$ cat src/design/src_out_pkg.sv
// Constants for the rate converter output stage and host page map.
// Assumes a byte-wide host register port already decoded from the serial host interface.
package src_out_pkg;
	// Page 0 register offsets
	localparam logic [6:0] ADDR_WORD_LEN = 7'h2F;
	localparam logic [6:0] ADDR_ATTEN_L = 7'h30;
	localparam logic [6:0] ADDR_ATTEN_R = 7'h31;
	localparam logic [6:0] ADDR_RATIO_HI = 7'h32;
	localparam logic [6:0] ADDR_RATIO_LO = 7'h33;
	localparam logic [6:0] ADDR_PAGE = 7'h7F;
	// Buffer window on pages 1 and 2: 24 bytes per channel, interleaved
	localparam logic [6:0] ADDR_CS_END = 7'h30;
	localparam int CS_DEPTH = 48;
	localparam logic [4:0] CRC_BYTE = 5'h17;
	localparam logic [7:0] CRC_INIT = 8'hFF;
	localparam logic [7:0] CRC_POLY = 8'h1D;
	// Stored bit 7 holds channel status bit 0 (MSB-first storage)
	localparam int PROF_POS = 7;
	// Field positions
	localparam int WL_MSB = 7;
	localparam int WL_LSB = 6;
	// Page codes
	localparam logic [1:0] PAGE_CTRL = 2'h0;
	localparam logic [1:0] PAGE_RX = 2'h1;
	localparam logic [1:0] PAGE_TX = 2'h2;
	localparam logic [1:0] PAGE_RSVD = 2'h3;
	// Word length codes and dropped low bits
	localparam logic [1:0] WL_24 = 2'h0;
	localparam logic [1:0] WL_20 = 2'h1;
	localparam logic [1:0] WL_18 = 2'h2;
	localparam logic [1:0] WL_16 = 2'h3;
	localparam logic [4:0] DROP_24 = 5'h00;
	localparam logic [4:0] DROP_20 = 5'h04;
	localparam logic [4:0] DROP_18 = 5'h06;
	localparam logic [4:0] DROP_16 = 5'h08;
	// Reset values
	localparam logic [1:0] RST_WL = 2'h0;
	localparam logic [7:0] RST_ATTEN = 8'h00;
	localparam logic [1:0] RST_PAGE = 2'h0;
	localparam logic [31:0] LFSR_SEED = 32'hACE1_0001;
	// Attenuation: 0.5 dB steps, 12 steps per halving; gain mantissa in Q16
	localparam logic [7:0] STEPS_PER_HALF = 8'h0C;
	localparam int GAIN_FRAC = 16;
	localparam logic [16:0] GAIN_MANT [12] = '{
		17'h1_0000, 17'h0_F1AE, 17'h0_E429, 17'h0_D766, 17'h0_CB59, 17'h0_BFF9,
		17'h0_B53C, 17'h0_AB19, 17'h0_A186, 17'h0_987D, 17'h0_8FF6, 17'h0_87E8};

	// Low bits removed for a word length code
	function automatic logic [4:0] wl_drop(input logic [1:0] wl);
		case (wl)
			WL_20: wl_drop = DROP_20;
			WL_18: wl_drop = DROP_18;
			WL_16: wl_drop = DROP_16;
			default: wl_drop = DROP_24;
		endcase
	endfunction

	// One byte into the channel status CRC, stored MSB sent first
	function automatic logic [7:0] crc_step(input logic [7:0] crc, input logic [7:0] data);
		logic [7:0] c;
		logic fb;
		c = crc;
		for (int i = 7; i >= 0; i--) begin
			fb = c[7] ^ data[i];
			c = {c[6:0], 1'b0} ^ (fb ? CRC_POLY : 8'h00);
		end
		crc_step = c;
	endfunction
endpackage

$ cat src/design/ch_cfg_if.sv
// Per-channel settings carried from the register bank to a channel datapath.
// Assumes both ends run on clk_sys.
`timescale 1ns/1ps
interface ch_cfg_if;
	logic [7:0] atten;
	logic [1:0] wl;
	logic [15:0] rnd_a;
	logic [15:0] rnd_b;
	modport drv (output atten, output wl, output rnd_a, output rnd_b);
	modport chn (input atten, input wl, input rnd_a, input rnd_b);
endinterface

$ cat src/design/src_out_regs.sv
// Output stage control, ratio readback, page selection and channel status buffers.
// Assumes a decoded byte-wide host port, one-cycle strobes, all on clk_sys.
`timescale 1ns/1ps
module src_out_regs
	import src_out_pkg::*;
(
	input wire logic clk_sys,
	input wire logic rst_n,
	input wire logic host_wr,
	input wire logic host_rd,
	input wire logic [6:0] host_addr,
	input wire logic [7:0] host_wdata,
	output logic [7:0] host_rdata,
	output logic host_rvalid,
	input wire logic track_en,
	input wire logic smp_valid,
	input wire logic signed [23:0] left_in,
	input wire logic signed [23:0] right_in,
	output logic signed [23:0] left_out,
	output logic signed [23:0] right_out,
	output logic out_valid,
	input wire logic [15:0] ratio_meas,
	input wire logic rx_cs_we,
	input wire logic rx_cs_chan,
	input wire logic [4:0] rx_cs_byte,
	input wire logic [7:0] rx_cs_wdata,
	input wire logic tx_cs_chan,
	input wire logic [4:0] tx_cs_byte,
	output logic [7:0] tx_cs_rdata,
	output logic rx_prof_mode,
	output logic tx_prof_mode
);
	logic [1:0] rst_sync_reg;
	logic rst_int_n;
	logic [1:0] wl_reg;
	logic [7:0] atten_l_reg;
	logic [7:0] atten_r_reg;
	logic [1:0] page_reg;
	logic [7:0] ratio_lo_hold_reg;
	logic [7:0] applied_l_reg;
	logic [7:0] applied_r_reg;
	logic [1:0] applied_wl_reg;
	logic [31:0] lfsr_reg;
	logic [7:0] rx_mem [CS_DEPTH];
	logic [7:0] tx_mem [CS_DEPTH];
	logic [4:0] crc_idx_reg;
	logic crc_ch_reg;
	logic [7:0] crc_run_reg;
	logic [7:0] crc_val_reg [2];
	logic [7:0] rdata_next;

	// Reset release through two flip-flops
	always_ff @(posedge clk_sys or negedge rst_n) begin
		if (!rst_n) begin
			rst_sync_reg <= 2'h0;
		end else begin
			rst_sync_reg <= {rst_sync_reg[0], 1'b1};
		end
	end
	assign rst_int_n = rst_sync_reg[1];

	// Host access decode; the page register answers on every page
	wire page_hit = (host_addr == ADDR_PAGE);
	wire on_ctrl = (page_reg == PAGE_CTRL) && !page_hit;
	wire in_cs = (host_addr < ADDR_CS_END) && !page_hit;
	wire [5:0] host_idx = host_addr[5:0];
	wire wr_page = host_wr && page_hit;
	wire wr_wl = host_wr && on_ctrl && (host_addr == ADDR_WORD_LEN);
	wire wr_al = host_wr && on_ctrl && (host_addr == ADDR_ATTEN_L);
	wire wr_ar = host_wr && on_ctrl && (host_addr == ADDR_ATTEN_R);
	wire wr_tx = host_wr && in_cs && (page_reg == PAGE_TX);
	wire rd_ratio_hi = host_rd && on_ctrl && (host_addr == ADDR_RATIO_HI);
	wire [5:0] rx_idx = {rx_cs_byte, rx_cs_chan};
	wire [5:0] tx_idx = {tx_cs_byte, tx_cs_chan};

	// Control registers written by the host
	always_ff @(posedge clk_sys or negedge rst_int_n) begin
		if (!rst_int_n) begin
			wl_reg <= RST_WL;
			atten_l_reg <= RST_ATTEN;
			atten_r_reg <= RST_ATTEN;
			page_reg <= RST_PAGE;
		end else begin
			if (wr_wl) wl_reg <= host_wdata[WL_MSB:WL_LSB];
			if (wr_al) atten_l_reg <= host_wdata;
			if (wr_ar) atten_r_reg <= host_wdata;
			if (wr_page) page_reg <= host_wdata[1:0];
		end
	end

	// Buffers: receiver side fills page 1, host fills page 2
	always_ff @(posedge clk_sys) begin
		if (rx_cs_we) rx_mem[rx_idx] <= rx_cs_wdata;
		if (wr_tx) tx_mem[host_idx] <= host_wdata;
	end

	// Read selection for the page register and pages 0 to 2; reserved bits and page 3 read as zero
	always_comb begin
		rdata_next = 8'h00;
		if (page_hit) begin
			rdata_next = {6'h00, page_reg};
		end else begin
			unique case (page_reg)
				PAGE_CTRL: begin
					if (host_addr == ADDR_WORD_LEN) rdata_next = {wl_reg, 6'h00};
					else if (host_addr == ADDR_ATTEN_L) rdata_next = atten_l_reg;
					else if (host_addr == ADDR_ATTEN_R) rdata_next = atten_r_reg;
					else if (host_addr == ADDR_RATIO_HI) rdata_next = ratio_meas[15:8];
					else if (host_addr == ADDR_RATIO_LO) rdata_next = ratio_lo_hold_reg;
				end
				PAGE_RX: if (in_cs) rdata_next = rx_mem[host_idx];
				PAGE_TX: if (in_cs) rdata_next = tx_mem[host_idx];
				PAGE_RSVD: rdata_next = 8'h00;
			endcase
		end
	end

	// Read answer one cycle after the strobe; ratio low byte caught with the high byte
	always_ff @(posedge clk_sys or negedge rst_int_n) begin
		if (!rst_int_n) begin
			host_rdata <= 8'h00;
			host_rvalid <= 1'b0;
			ratio_lo_hold_reg <= 8'h00;
		end else begin
			host_rvalid <= host_rd;
			if (host_rd) host_rdata <= rdata_next;
			if (rd_ratio_hi) ratio_lo_hold_reg <= ratio_meas[7:0];
		end
	end

	// Settings move to the datapath only at a sample strobe
	always_ff @(posedge clk_sys or negedge rst_int_n) begin
		if (!rst_int_n) begin
			applied_l_reg <= RST_ATTEN;
			applied_r_reg <= RST_ATTEN;
			applied_wl_reg <= RST_WL;
			out_valid <= 1'b0;
		end else begin
			out_valid <= smp_valid;
			if (smp_valid) begin
				applied_l_reg <= atten_l_reg;
				applied_r_reg <= track_en ? atten_l_reg : atten_r_reg;
				applied_wl_reg <= wl_reg;
			end
		end
	end

	// Dither source, advanced once per sample
	always_ff @(posedge clk_sys or negedge rst_int_n) begin
		if (!rst_int_n) begin
			lfsr_reg <= LFSR_SEED;
		end else if (smp_valid) begin
			lfsr_reg <= {lfsr_reg[30:0], lfsr_reg[31] ^ lfsr_reg[21] ^ lfsr_reg[1] ^ lfsr_reg[0]};
		end
	end

	ch_cfg_if cfg_l ();
	ch_cfg_if cfg_r ();
	assign cfg_l.atten = applied_l_reg;
	assign cfg_l.wl = applied_wl_reg;
	assign cfg_l.rnd_a = lfsr_reg[15:0];
	assign cfg_l.rnd_b = lfsr_reg[31:16];
	assign cfg_r.atten = applied_r_reg;
	assign cfg_r.wl = applied_wl_reg;
	assign cfg_r.rnd_a = lfsr_reg[23:8];
	assign cfg_r.rnd_b = {lfsr_reg[7:0], lfsr_reg[31:24]};

	out_chan u_left (.clk_sys(clk_sys), .rst_n(rst_int_n), .smp_valid(smp_valid), .din(left_in),
		.cfg(cfg_l), .dout(left_out));
	out_chan u_right (.clk_sys(clk_sys), .rst_n(rst_int_n), .smp_valid(smp_valid), .din(right_in),
		.cfg(cfg_r), .dout(right_out));

	// Background CRC over bytes 0..22 of each channel, alternating channels
	wire [7:0] crc_byte_in = tx_mem[{crc_idx_reg, crc_ch_reg}];
	wire [7:0] crc_step_out = crc_step(crc_run_reg, crc_byte_in);
	wire crc_last = (crc_idx_reg == CRC_BYTE - 5'h01);
	always_ff @(posedge clk_sys or negedge rst_int_n) begin
		if (!rst_int_n) begin
			crc_idx_reg <= 5'h00;
			crc_ch_reg <= 1'b0;
			crc_run_reg <= CRC_INIT;
			crc_val_reg <= '{8'h00, 8'h00};
		end else if (crc_last) begin
			crc_val_reg[crc_ch_reg] <= crc_step_out;
			crc_run_reg <= CRC_INIT;
			crc_idx_reg <= 5'h00;
			crc_ch_reg <= !crc_ch_reg;
		end else begin
			crc_run_reg <= crc_step_out;
			crc_idx_reg <= crc_idx_reg + 5'h01;
		end
	end

	// Mode bits and transmitter fetch; byte 23 replaced by the CRC in professional mode
	assign rx_prof_mode = rx_mem[0][PROF_POS];
	wire tx_prof_ch = tx_mem[{5'h00, tx_cs_chan}][PROF_POS];
	assign tx_prof_mode = tx_mem[0][PROF_POS];
	wire use_crc = tx_prof_ch && (tx_cs_byte == CRC_BYTE);
	always_ff @(posedge clk_sys or negedge rst_int_n) begin
		if (!rst_int_n) begin
			tx_cs_rdata <= 8'h00;
		end else begin
			tx_cs_rdata <= use_crc ? crc_val_reg[tx_cs_chan] : tx_mem[tx_idx];
		end
	end

	// Checks
	property p_page_read;
		@(posedge clk_sys) disable iff (!rst_int_n)
		(host_rd && page_hit) |=> (host_rvalid && host_rdata == {6'h00, $past(page_reg)});
	endproperty
	a_page_read: assert property (p_page_read) else $error("page read wrong");
	property p_wl_read;
		@(posedge clk_sys) disable iff (!rst_int_n)
		(host_rd && on_ctrl && host_addr == ADDR_WORD_LEN) |=> (host_rdata == {$past(wl_reg), 6'h00});
	endproperty
	a_wl_read: assert property (p_wl_read) else $error("word length read wrong");
	property p_ratio_hi;
		@(posedge clk_sys) disable iff (!rst_int_n)
		rd_ratio_hi |=> (host_rdata == $past(ratio_meas[15:8]) && ratio_lo_hold_reg == $past(ratio_meas[7:0]));
	endproperty
	a_ratio_hi: assert property (p_ratio_hi) else $error("ratio capture wrong");
	property p_ratio_coherent;
		@(posedge clk_sys) disable iff (!rst_int_n)
		rd_ratio_hi ##1 (!rd_ratio_hi [*2]) |-> $stable(ratio_lo_hold_reg);
	endproperty
	a_ratio_coherent: assert property (p_ratio_coherent) else $error("ratio hold moved");
	property p_track;
		@(posedge clk_sys) disable iff (!rst_int_n)
		(smp_valid && track_en) |=> (applied_r_reg == applied_l_reg);
	endproperty
	a_track: assert property (p_track) else $error("right not tracking left");
	property p_untracked;
		@(posedge clk_sys) disable iff (!rst_int_n)
		(smp_valid && !track_en) |=> (applied_r_reg == $past(atten_r_reg));
	endproperty
	a_untracked: assert property (p_untracked) else $error("right code not own");
	property p_sample_boundary;
		@(posedge clk_sys) disable iff (!rst_int_n)
		!smp_valid |=> ($stable(applied_l_reg) && $stable(applied_r_reg));
	endproperty
	a_sample_boundary: assert property (p_sample_boundary) else $error("gain changed mid sample");
	property p_trunc16;
		@(posedge clk_sys) disable iff (!rst_int_n)
		(smp_valid && applied_wl_reg == WL_16) |=> (left_out[7:0] == 8'h00 && right_out[7:0] == 8'h00);
	endproperty
	a_trunc16: assert property (p_trunc16) else $error("16-bit output has low bits");
	property p_page3_zero;
		@(posedge clk_sys) disable iff (!rst_int_n)
		(host_rd && !page_hit && page_reg == PAGE_RSVD) |=> (host_rdata == 8'h00);
	endproperty
	a_page3_zero: assert property (p_page3_zero) else $error("reserved page not zero");
	property p_crc_byte;
		@(posedge clk_sys) disable iff (!rst_int_n)
		use_crc |=> (tx_cs_rdata == $past(crc_val_reg[tx_cs_chan]));
	endproperty
	a_crc_byte: assert property (p_crc_byte) else $error("CRC byte not sent");
	property p_ratio_lo;
		@(posedge clk_sys) disable iff (!rst_int_n)
		(host_rd && on_ctrl && host_addr == ADDR_RATIO_LO) |=> (host_rdata == $past(ratio_lo_hold_reg));
	endproperty
	a_ratio_lo: assert property (p_ratio_lo) else $error("ratio low byte not the held one");
	property p_rx_read;
		@(posedge clk_sys) disable iff (!rst_int_n)
		(host_rd && in_cs && page_reg == PAGE_RX) |=> (host_rdata == $past(rx_mem[host_idx]));
	endproperty
	a_rx_read: assert property (p_rx_read) else $error("receiver buffer read wrong");
	property p_tx_read;
		@(posedge clk_sys) disable iff (!rst_int_n)
		(host_rd && in_cs && page_reg == PAGE_TX) |=> (host_rdata == $past(tx_mem[host_idx]));
	endproperty
	a_tx_read: assert property (p_tx_read) else $error("transmitter buffer read wrong");
	property p_ctrl_write_page;
		@(posedge clk_sys) disable iff (!rst_int_n)
		(host_wr && page_reg != PAGE_CTRL && !page_hit) |=> ($stable(atten_l_reg) && $stable(atten_r_reg) && $stable(wl_reg));
	endproperty
	a_ctrl_write_page: assert property (p_ctrl_write_page) else $error("control written off page 0");
	property p_apply;
		@(posedge clk_sys) disable iff (!rst_int_n)
		smp_valid |=> (applied_wl_reg == $past(wl_reg) && applied_l_reg == $past(atten_l_reg));
	endproperty
	a_apply: assert property (p_apply) else $error("settings not applied at strobe");
	property p_read_answer;
		@(posedge clk_sys) disable iff (!rst_int_n)
		host_rd |=> host_rvalid;
	endproperty
	a_read_answer: assert property (p_read_answer) else $error("read not answered");
	c_page_switch: cover property (@(posedge clk_sys) disable iff (!rst_int_n) wr_page ##[1:4] host_rd);
	c_ratio_pair: cover property (@(posedge clk_sys) disable iff (!rst_int_n)
		rd_ratio_hi ##[1:4] (host_rd && on_ctrl && host_addr == ADDR_RATIO_LO));
	c_crc_fetch: cover property (@(posedge clk_sys) disable iff (!rst_int_n) use_crc);
	c_tracked: cover property (@(posedge clk_sys) disable iff (!rst_int_n) smp_valid && track_en);
endmodule

$ cat src/design/out_chan.sv
// One output channel: attenuation, TPDF dither and word length reduction.
// Assumes settings on cfg are held steady between sample strobes.
`timescale 1ns/1ps
module out_chan
	import src_out_pkg::*;
(
	input wire logic clk_sys,
	input wire logic rst_n,
	input wire logic smp_valid,
	input wire logic signed [23:0] din,
	ch_cfg_if.chn cfg,
	output logic signed [23:0] dout
);
	localparam logic signed [25:0] MAX24 = 26'sh07F_FFFF;
	localparam logic signed [25:0] MIN24 = -26'sh080_0000;

	// Gain = mantissa of the half-step remainder, shifted by whole 6 dB steps
	wire [3:0] step_idx = 4'(cfg.atten % STEPS_PER_HALF);
	wire [4:0] shift = 5'(cfg.atten / STEPS_PER_HALF);
	wire [16:0] mant = GAIN_MANT[step_idx];
	wire signed [41:0] prod = din * $signed({1'b0, mant});
	wire signed [41:0] scaled = prod >>> (6'(GAIN_FRAC) + 6'(shift));

	// Triangular dither: mean of two uniform values below the kept LSB
	wire [4:0] drop = wl_drop(cfg.wl);
	wire [15:0] dmask = 16'((17'h0_0001 << drop) - 17'h0_0001);
	wire [16:0] dith = ({1'b0, cfg.rnd_a & dmask} + {1'b0, cfg.rnd_b & dmask}) >> 1;
	wire signed [25:0] summed = 26'(scaled) + $signed({9'h000, dith});
	wire signed [25:0] sat = (summed > MAX24) ? MAX24 : ((summed < MIN24) ? MIN24 : summed);
	wire signed [23:0] kept = sat[23:0] & ~{8'h00, dmask};

	// Output register moves only on a sample strobe
	always_ff @(posedge clk_sys or negedge rst_n) begin
		if (!rst_n) begin
			dout <= '0;
		end else if (smp_valid) begin
			dout <= kept;
		end
	end
endmodule

$ cat config.mk
export PLATFORM = sky130hd
export DESIGN_NAME = src_out_regs
export DESIGN_NICKNAME = d
export VERILOG_FILES = /design/src/design/src_out_pkg.sv /design/src/design/ch_cfg_if.sv /design/src/design/src_out_regs.sv /design/src/design/out_chan.sv
export SDC_FILE = /design/constraint.sdc
export NUM_CORES = 2
export LEC_CHECK = 0
export ABC_AREA = 0
export BUFFER_PORTS_ARGS = -buffer_cell sky130_fd_sc_hd__clkbuf_2
export CORE_ASPECT_RATIO = 0.7
export CORE_MARGIN = 1.5
export CORE_UTILIZATION = 40
export CTS_BUF_LIST = sky130_fd_sc_hd__clkbuf_4
export DETAILED_ROUTE_END_ITERATION = 16
export GPL_TIMING_DRIVEN = 0
export PLACE_DENSITY_LB_ADDON = 0.3
export SLEW_MARGIN = 20
export SYNTH_ARGS = -nofsm -noshare
export SYNTH_HDL_FRONTEND = slang
export SYNTH_HIERARCHICAL = 1
export SYNTH_SLANG_ARGS = --single-unit
export TNS_END_PERCENT = 20
$ cat constraint.sdc
create_clock -name clk_sys -period 9.2 [get_ports clk_sys]
set_clock_uncertainty 0.1 [all_clocks]
set_input_delay 0.46 -clock clk_sys [delete_from_list [all_inputs] [get_ports clk_sys]]
set_output_delay 0.46 -clock clk_sys [all_outputs]
set_load 0.05 [all_outputs]
==> flow_summary_export.csv <==
group,metric,value,unit
logic_synthesis,yosys-top-cells-area,"edfxtp_1 (28%), fa_1 (20%), mux4_2 (7.0%)",
routing,wl,326000,µm
critical_path,endpoint_kind,"register",
floorplan,coreArea,0.205,mm²
logic_synthesis,synthDistinctLibCells,132,
finish,drive_above_1_share,22.1,%
clock_network,cts.path.max_buffers,4,
critical_path,cp_slowest_cell,"fa_1",
clock_network,insertion_delay,1.24,ns
global_route,antenna_found_initial,27,
critical_path,cp_max_fo,10,
timing,whs,0.0900,ns
floorplan,io_pins,174,
logic_synthesis,async_flop_share,18.6,%
timing,setup_ws,-3.12,ns
global_route,grt_usage,31.0,%
routing,wl_met3,50200,µm
clock_network,clock-sinks,944,
timing,hold_viol,0,
routing,drc,0,
routing,top_layer_used,"met5",
logic_synthesis,yosys_warnings,6,
floorplan,chipWidth,545,µm
critical_path,crit_buf_inv,12,
logic_synthesis,ys_seq_area_share,33.4,%
routing,drt_pre_antenna_iters,7,
routing,wl_per_cell,29.2,µm
clock_network,cts_buffers,239,
logic_synthesis,syn_area_per_cell,10.9,µm²
clock_network,tritoncts,"built",
place,dp_hpwl,240000,µm
timing,rsz0062_at_grt,"true",
critical_path,path_delay_family,"compound AO/OA/AOI/OAI gates",
timing,report.final.setup_viol,48,
clock_network,root_buffer,"clkbuf_4",
run_status,outcome,"finished with violations",
run_status,violations,"negative setup slack",
place,portBuffers,164,
routing,drt_iter0_markers,10100,
timing,max_freq,81.1,MHz
floorplan,die_h,382,µm
place,postPlaceCellArea,0.0877,mm²
critical_path,critPathLaunchType,"register",
floorplan,initial_core_util,40.2,%
clock_network,clk_pin_slew,0.07,ns
routing,num_vias,67700,
timing,tightest_slew,1.35,ns
logic_synthesis,synth-edff-count,768,
logic_synthesis,synthDominantCellAreaShare,28.0,%
logic_synthesis,netlist_area,0.0823,mm²
logic_synthesis,ys_seq_elements,944,
critical_path,crit_type,"reg2reg",
global_route,grt-ovfl-total,0,
routing,wl_met1,128000,µm
routing,ant_nets,0,
hold_path,hold_path_class,"in2reg",
routing,avgViaCountPerCell,6.07,
global_route,grt_pass1_vias,66500,
place,dpl.cell_count,10500,
timing,maxSlewViolCount,0,
critical_path,cp.required,10.14,ns
finish,num-nets-final,9432,
critical_path,cpPeakStageDelay,0.60,ns
critical_path,cp_common_cell,"fa_1",
timing,relSlewSlack,10.3,%
critical_path,worstPathArrival,13.26,ns
run,maxCapViolations,0,
logic_synthesis,syn_inst,7566,
place,gp_congestion,1.01,
finish,fin_area,0.0949,mm²
logic_synthesis,synth_top_area_cell,"edfxtp_1",
floorplan,rows,139,
logic_synthesis,ys.flop_type,"edfxtp_1",
clock_network,h-tree-depth,4,
timing,tns,-139.96,ns
global_route,grt_max_degree,54,
global_route,grt_pass1_wl,466000,µm
timing,period_needed,12.32,ns
finish,stdcell_count,11100,
finish,area_growth,15.4,%
routing,wl_met2,132000,µm
floorplan,die_area,0.208,mm²
timing,period_share,134,%
==> logic make-up after synthesis <==
| group | after synthesis | synth area share [%] |
|---|---|---|
| buf+inv | 1511 | 7.22 |
| flops | 944 | 33.4 |
| simple gates | 2018 | 11.9 |
| xor+xnor | 152 | 1.69 |
| compound gates | 1339 | 11.5 |
| mux | 497 | 10.2 |
| other cells | 3 | 0.0137 |
| fa+ha+maj | 1102 | 24.1 |
==> routing by layer <==
layer / up-vias / GRT usage [%]
li1: 27700 / -
met1: 34000 / 43.1
met2: 5073 / 42.7
met3: 874 / 12.7
met4: 28 / 11.4
met5: - / 1.16
==> per-stage QoR <==
stage | worst slack (ns) | util [%]
global placement | -4.91 | 42.7
global route | -3.59 | 46.4
detailed placement | -4.70 | 42.8
finish | -3.12 | 46.4
CTS | -2.80 | 46.0
floorplan | -1.83 | -
==> synthesized netlist by cell type, types with 52 or more instances <==
cell type / count
a31oi_1: 56
and3_1: 57
a21oi_1: 253
mux4_2: 255
a22oi_1: 204
xnor2_1: 96
nand2_1: 776
o211ai_1: 52
dfrtp_1: 159
nor2b_1: 61
nand4_1: 56
a221oi_1: 58
buf_2: 56
mux2_2: 144
nor2_1: 383
fa_1: 806
nor3_1: 61
edfxtp_1: 768
o21ai_0: 216
and2_1: 414
nand3_1: 68
inv_1: 1062
mux2i_1: 97
clkbuf_1: 301
ha_1: 296
==> worst reg2reg max path, delay by kind of cell (launching register included) <==
family	cells	cell delay, ns
DFF	1	0.39
buffers and inverters	12	1.65
xor gates and xnor gates	1	0.19
and+or+nand+nor	13	1.77
adders and majority gates	8	3.74
AOI/OAI and AO/OA	23	4.37
==> cells in the final DEF, fill, tap and decap left out, drive strengths merged, types with 249 or more instances in the layout <==
cell,n
inv,1066
fa,806
clkbuf,785
nand2,779
edfxtp,768
and2,418
nor2,384
buf,367
ha,296
a21oi,260
mux4,255
o21ai,249
==> path summary, 6_finish.rpt <==
kind                                         startpoint                               end  slack, ns  cells after the start
min in group asynchronous     rst_sync_reg[1]$_DFF_PN0_          tx_cs_rdata[1]$_DFF_PN0_       0.20                      0
max                        applied_l_reg[4]$_DFFE_PN0P_        u_left/dout[5]$_DFFE_PN0P_      -3.12                     57
min                                       ratio_meas[2]  ratio_lo_hold_reg[2]$_DFFE_PN0P_       0.09                      3
max reg2reg                applied_l_reg[4]$_DFFE_PN0P_        u_left/dout[5]$_DFFE_PN0P_      -3.12                     57
min reg2reg                   rst_sync_reg[1]$_DFF_PN0_          tx_cs_rdata[1]$_DFF_PN0_       0.20                      0
max in group asynchronous     rst_sync_reg[1]$_DFF_PN0_           lfsr_reg[0]$_DFFE_PN1P_       7.62                      2
==> cell type report <==
| type | count | area, µm² |
|---|---|---|
| clock buffers | 335 | 2510 |
| diodes | 12 | 30.0 |
| repair buffers | 419 | 3090 |
| fillers | 18900 | 110000 |
| plain buffers | 438 | 2730 |
| flip-flops and latches | 944 | 27500 |
| well taps | 2749 | 3440 |
| clock inverters | 70 | 298 |
| inverters | 1065 | 4010 |
| multi-input cells | 5117 | 51300 |
==> timing repair <==
action	CTS	global route
endpoints found under the setup margin	48	48
pin swaps	203	44
hold endpoints to repair	195	184
cloned	4	3
hold buffers	32	8
setup buffers	163	36
resized for setup	466	67
Power is left out: the tool's default activity adds up to more than one toggle a clock period on the data nets, which glitch-free logic cannot reach.
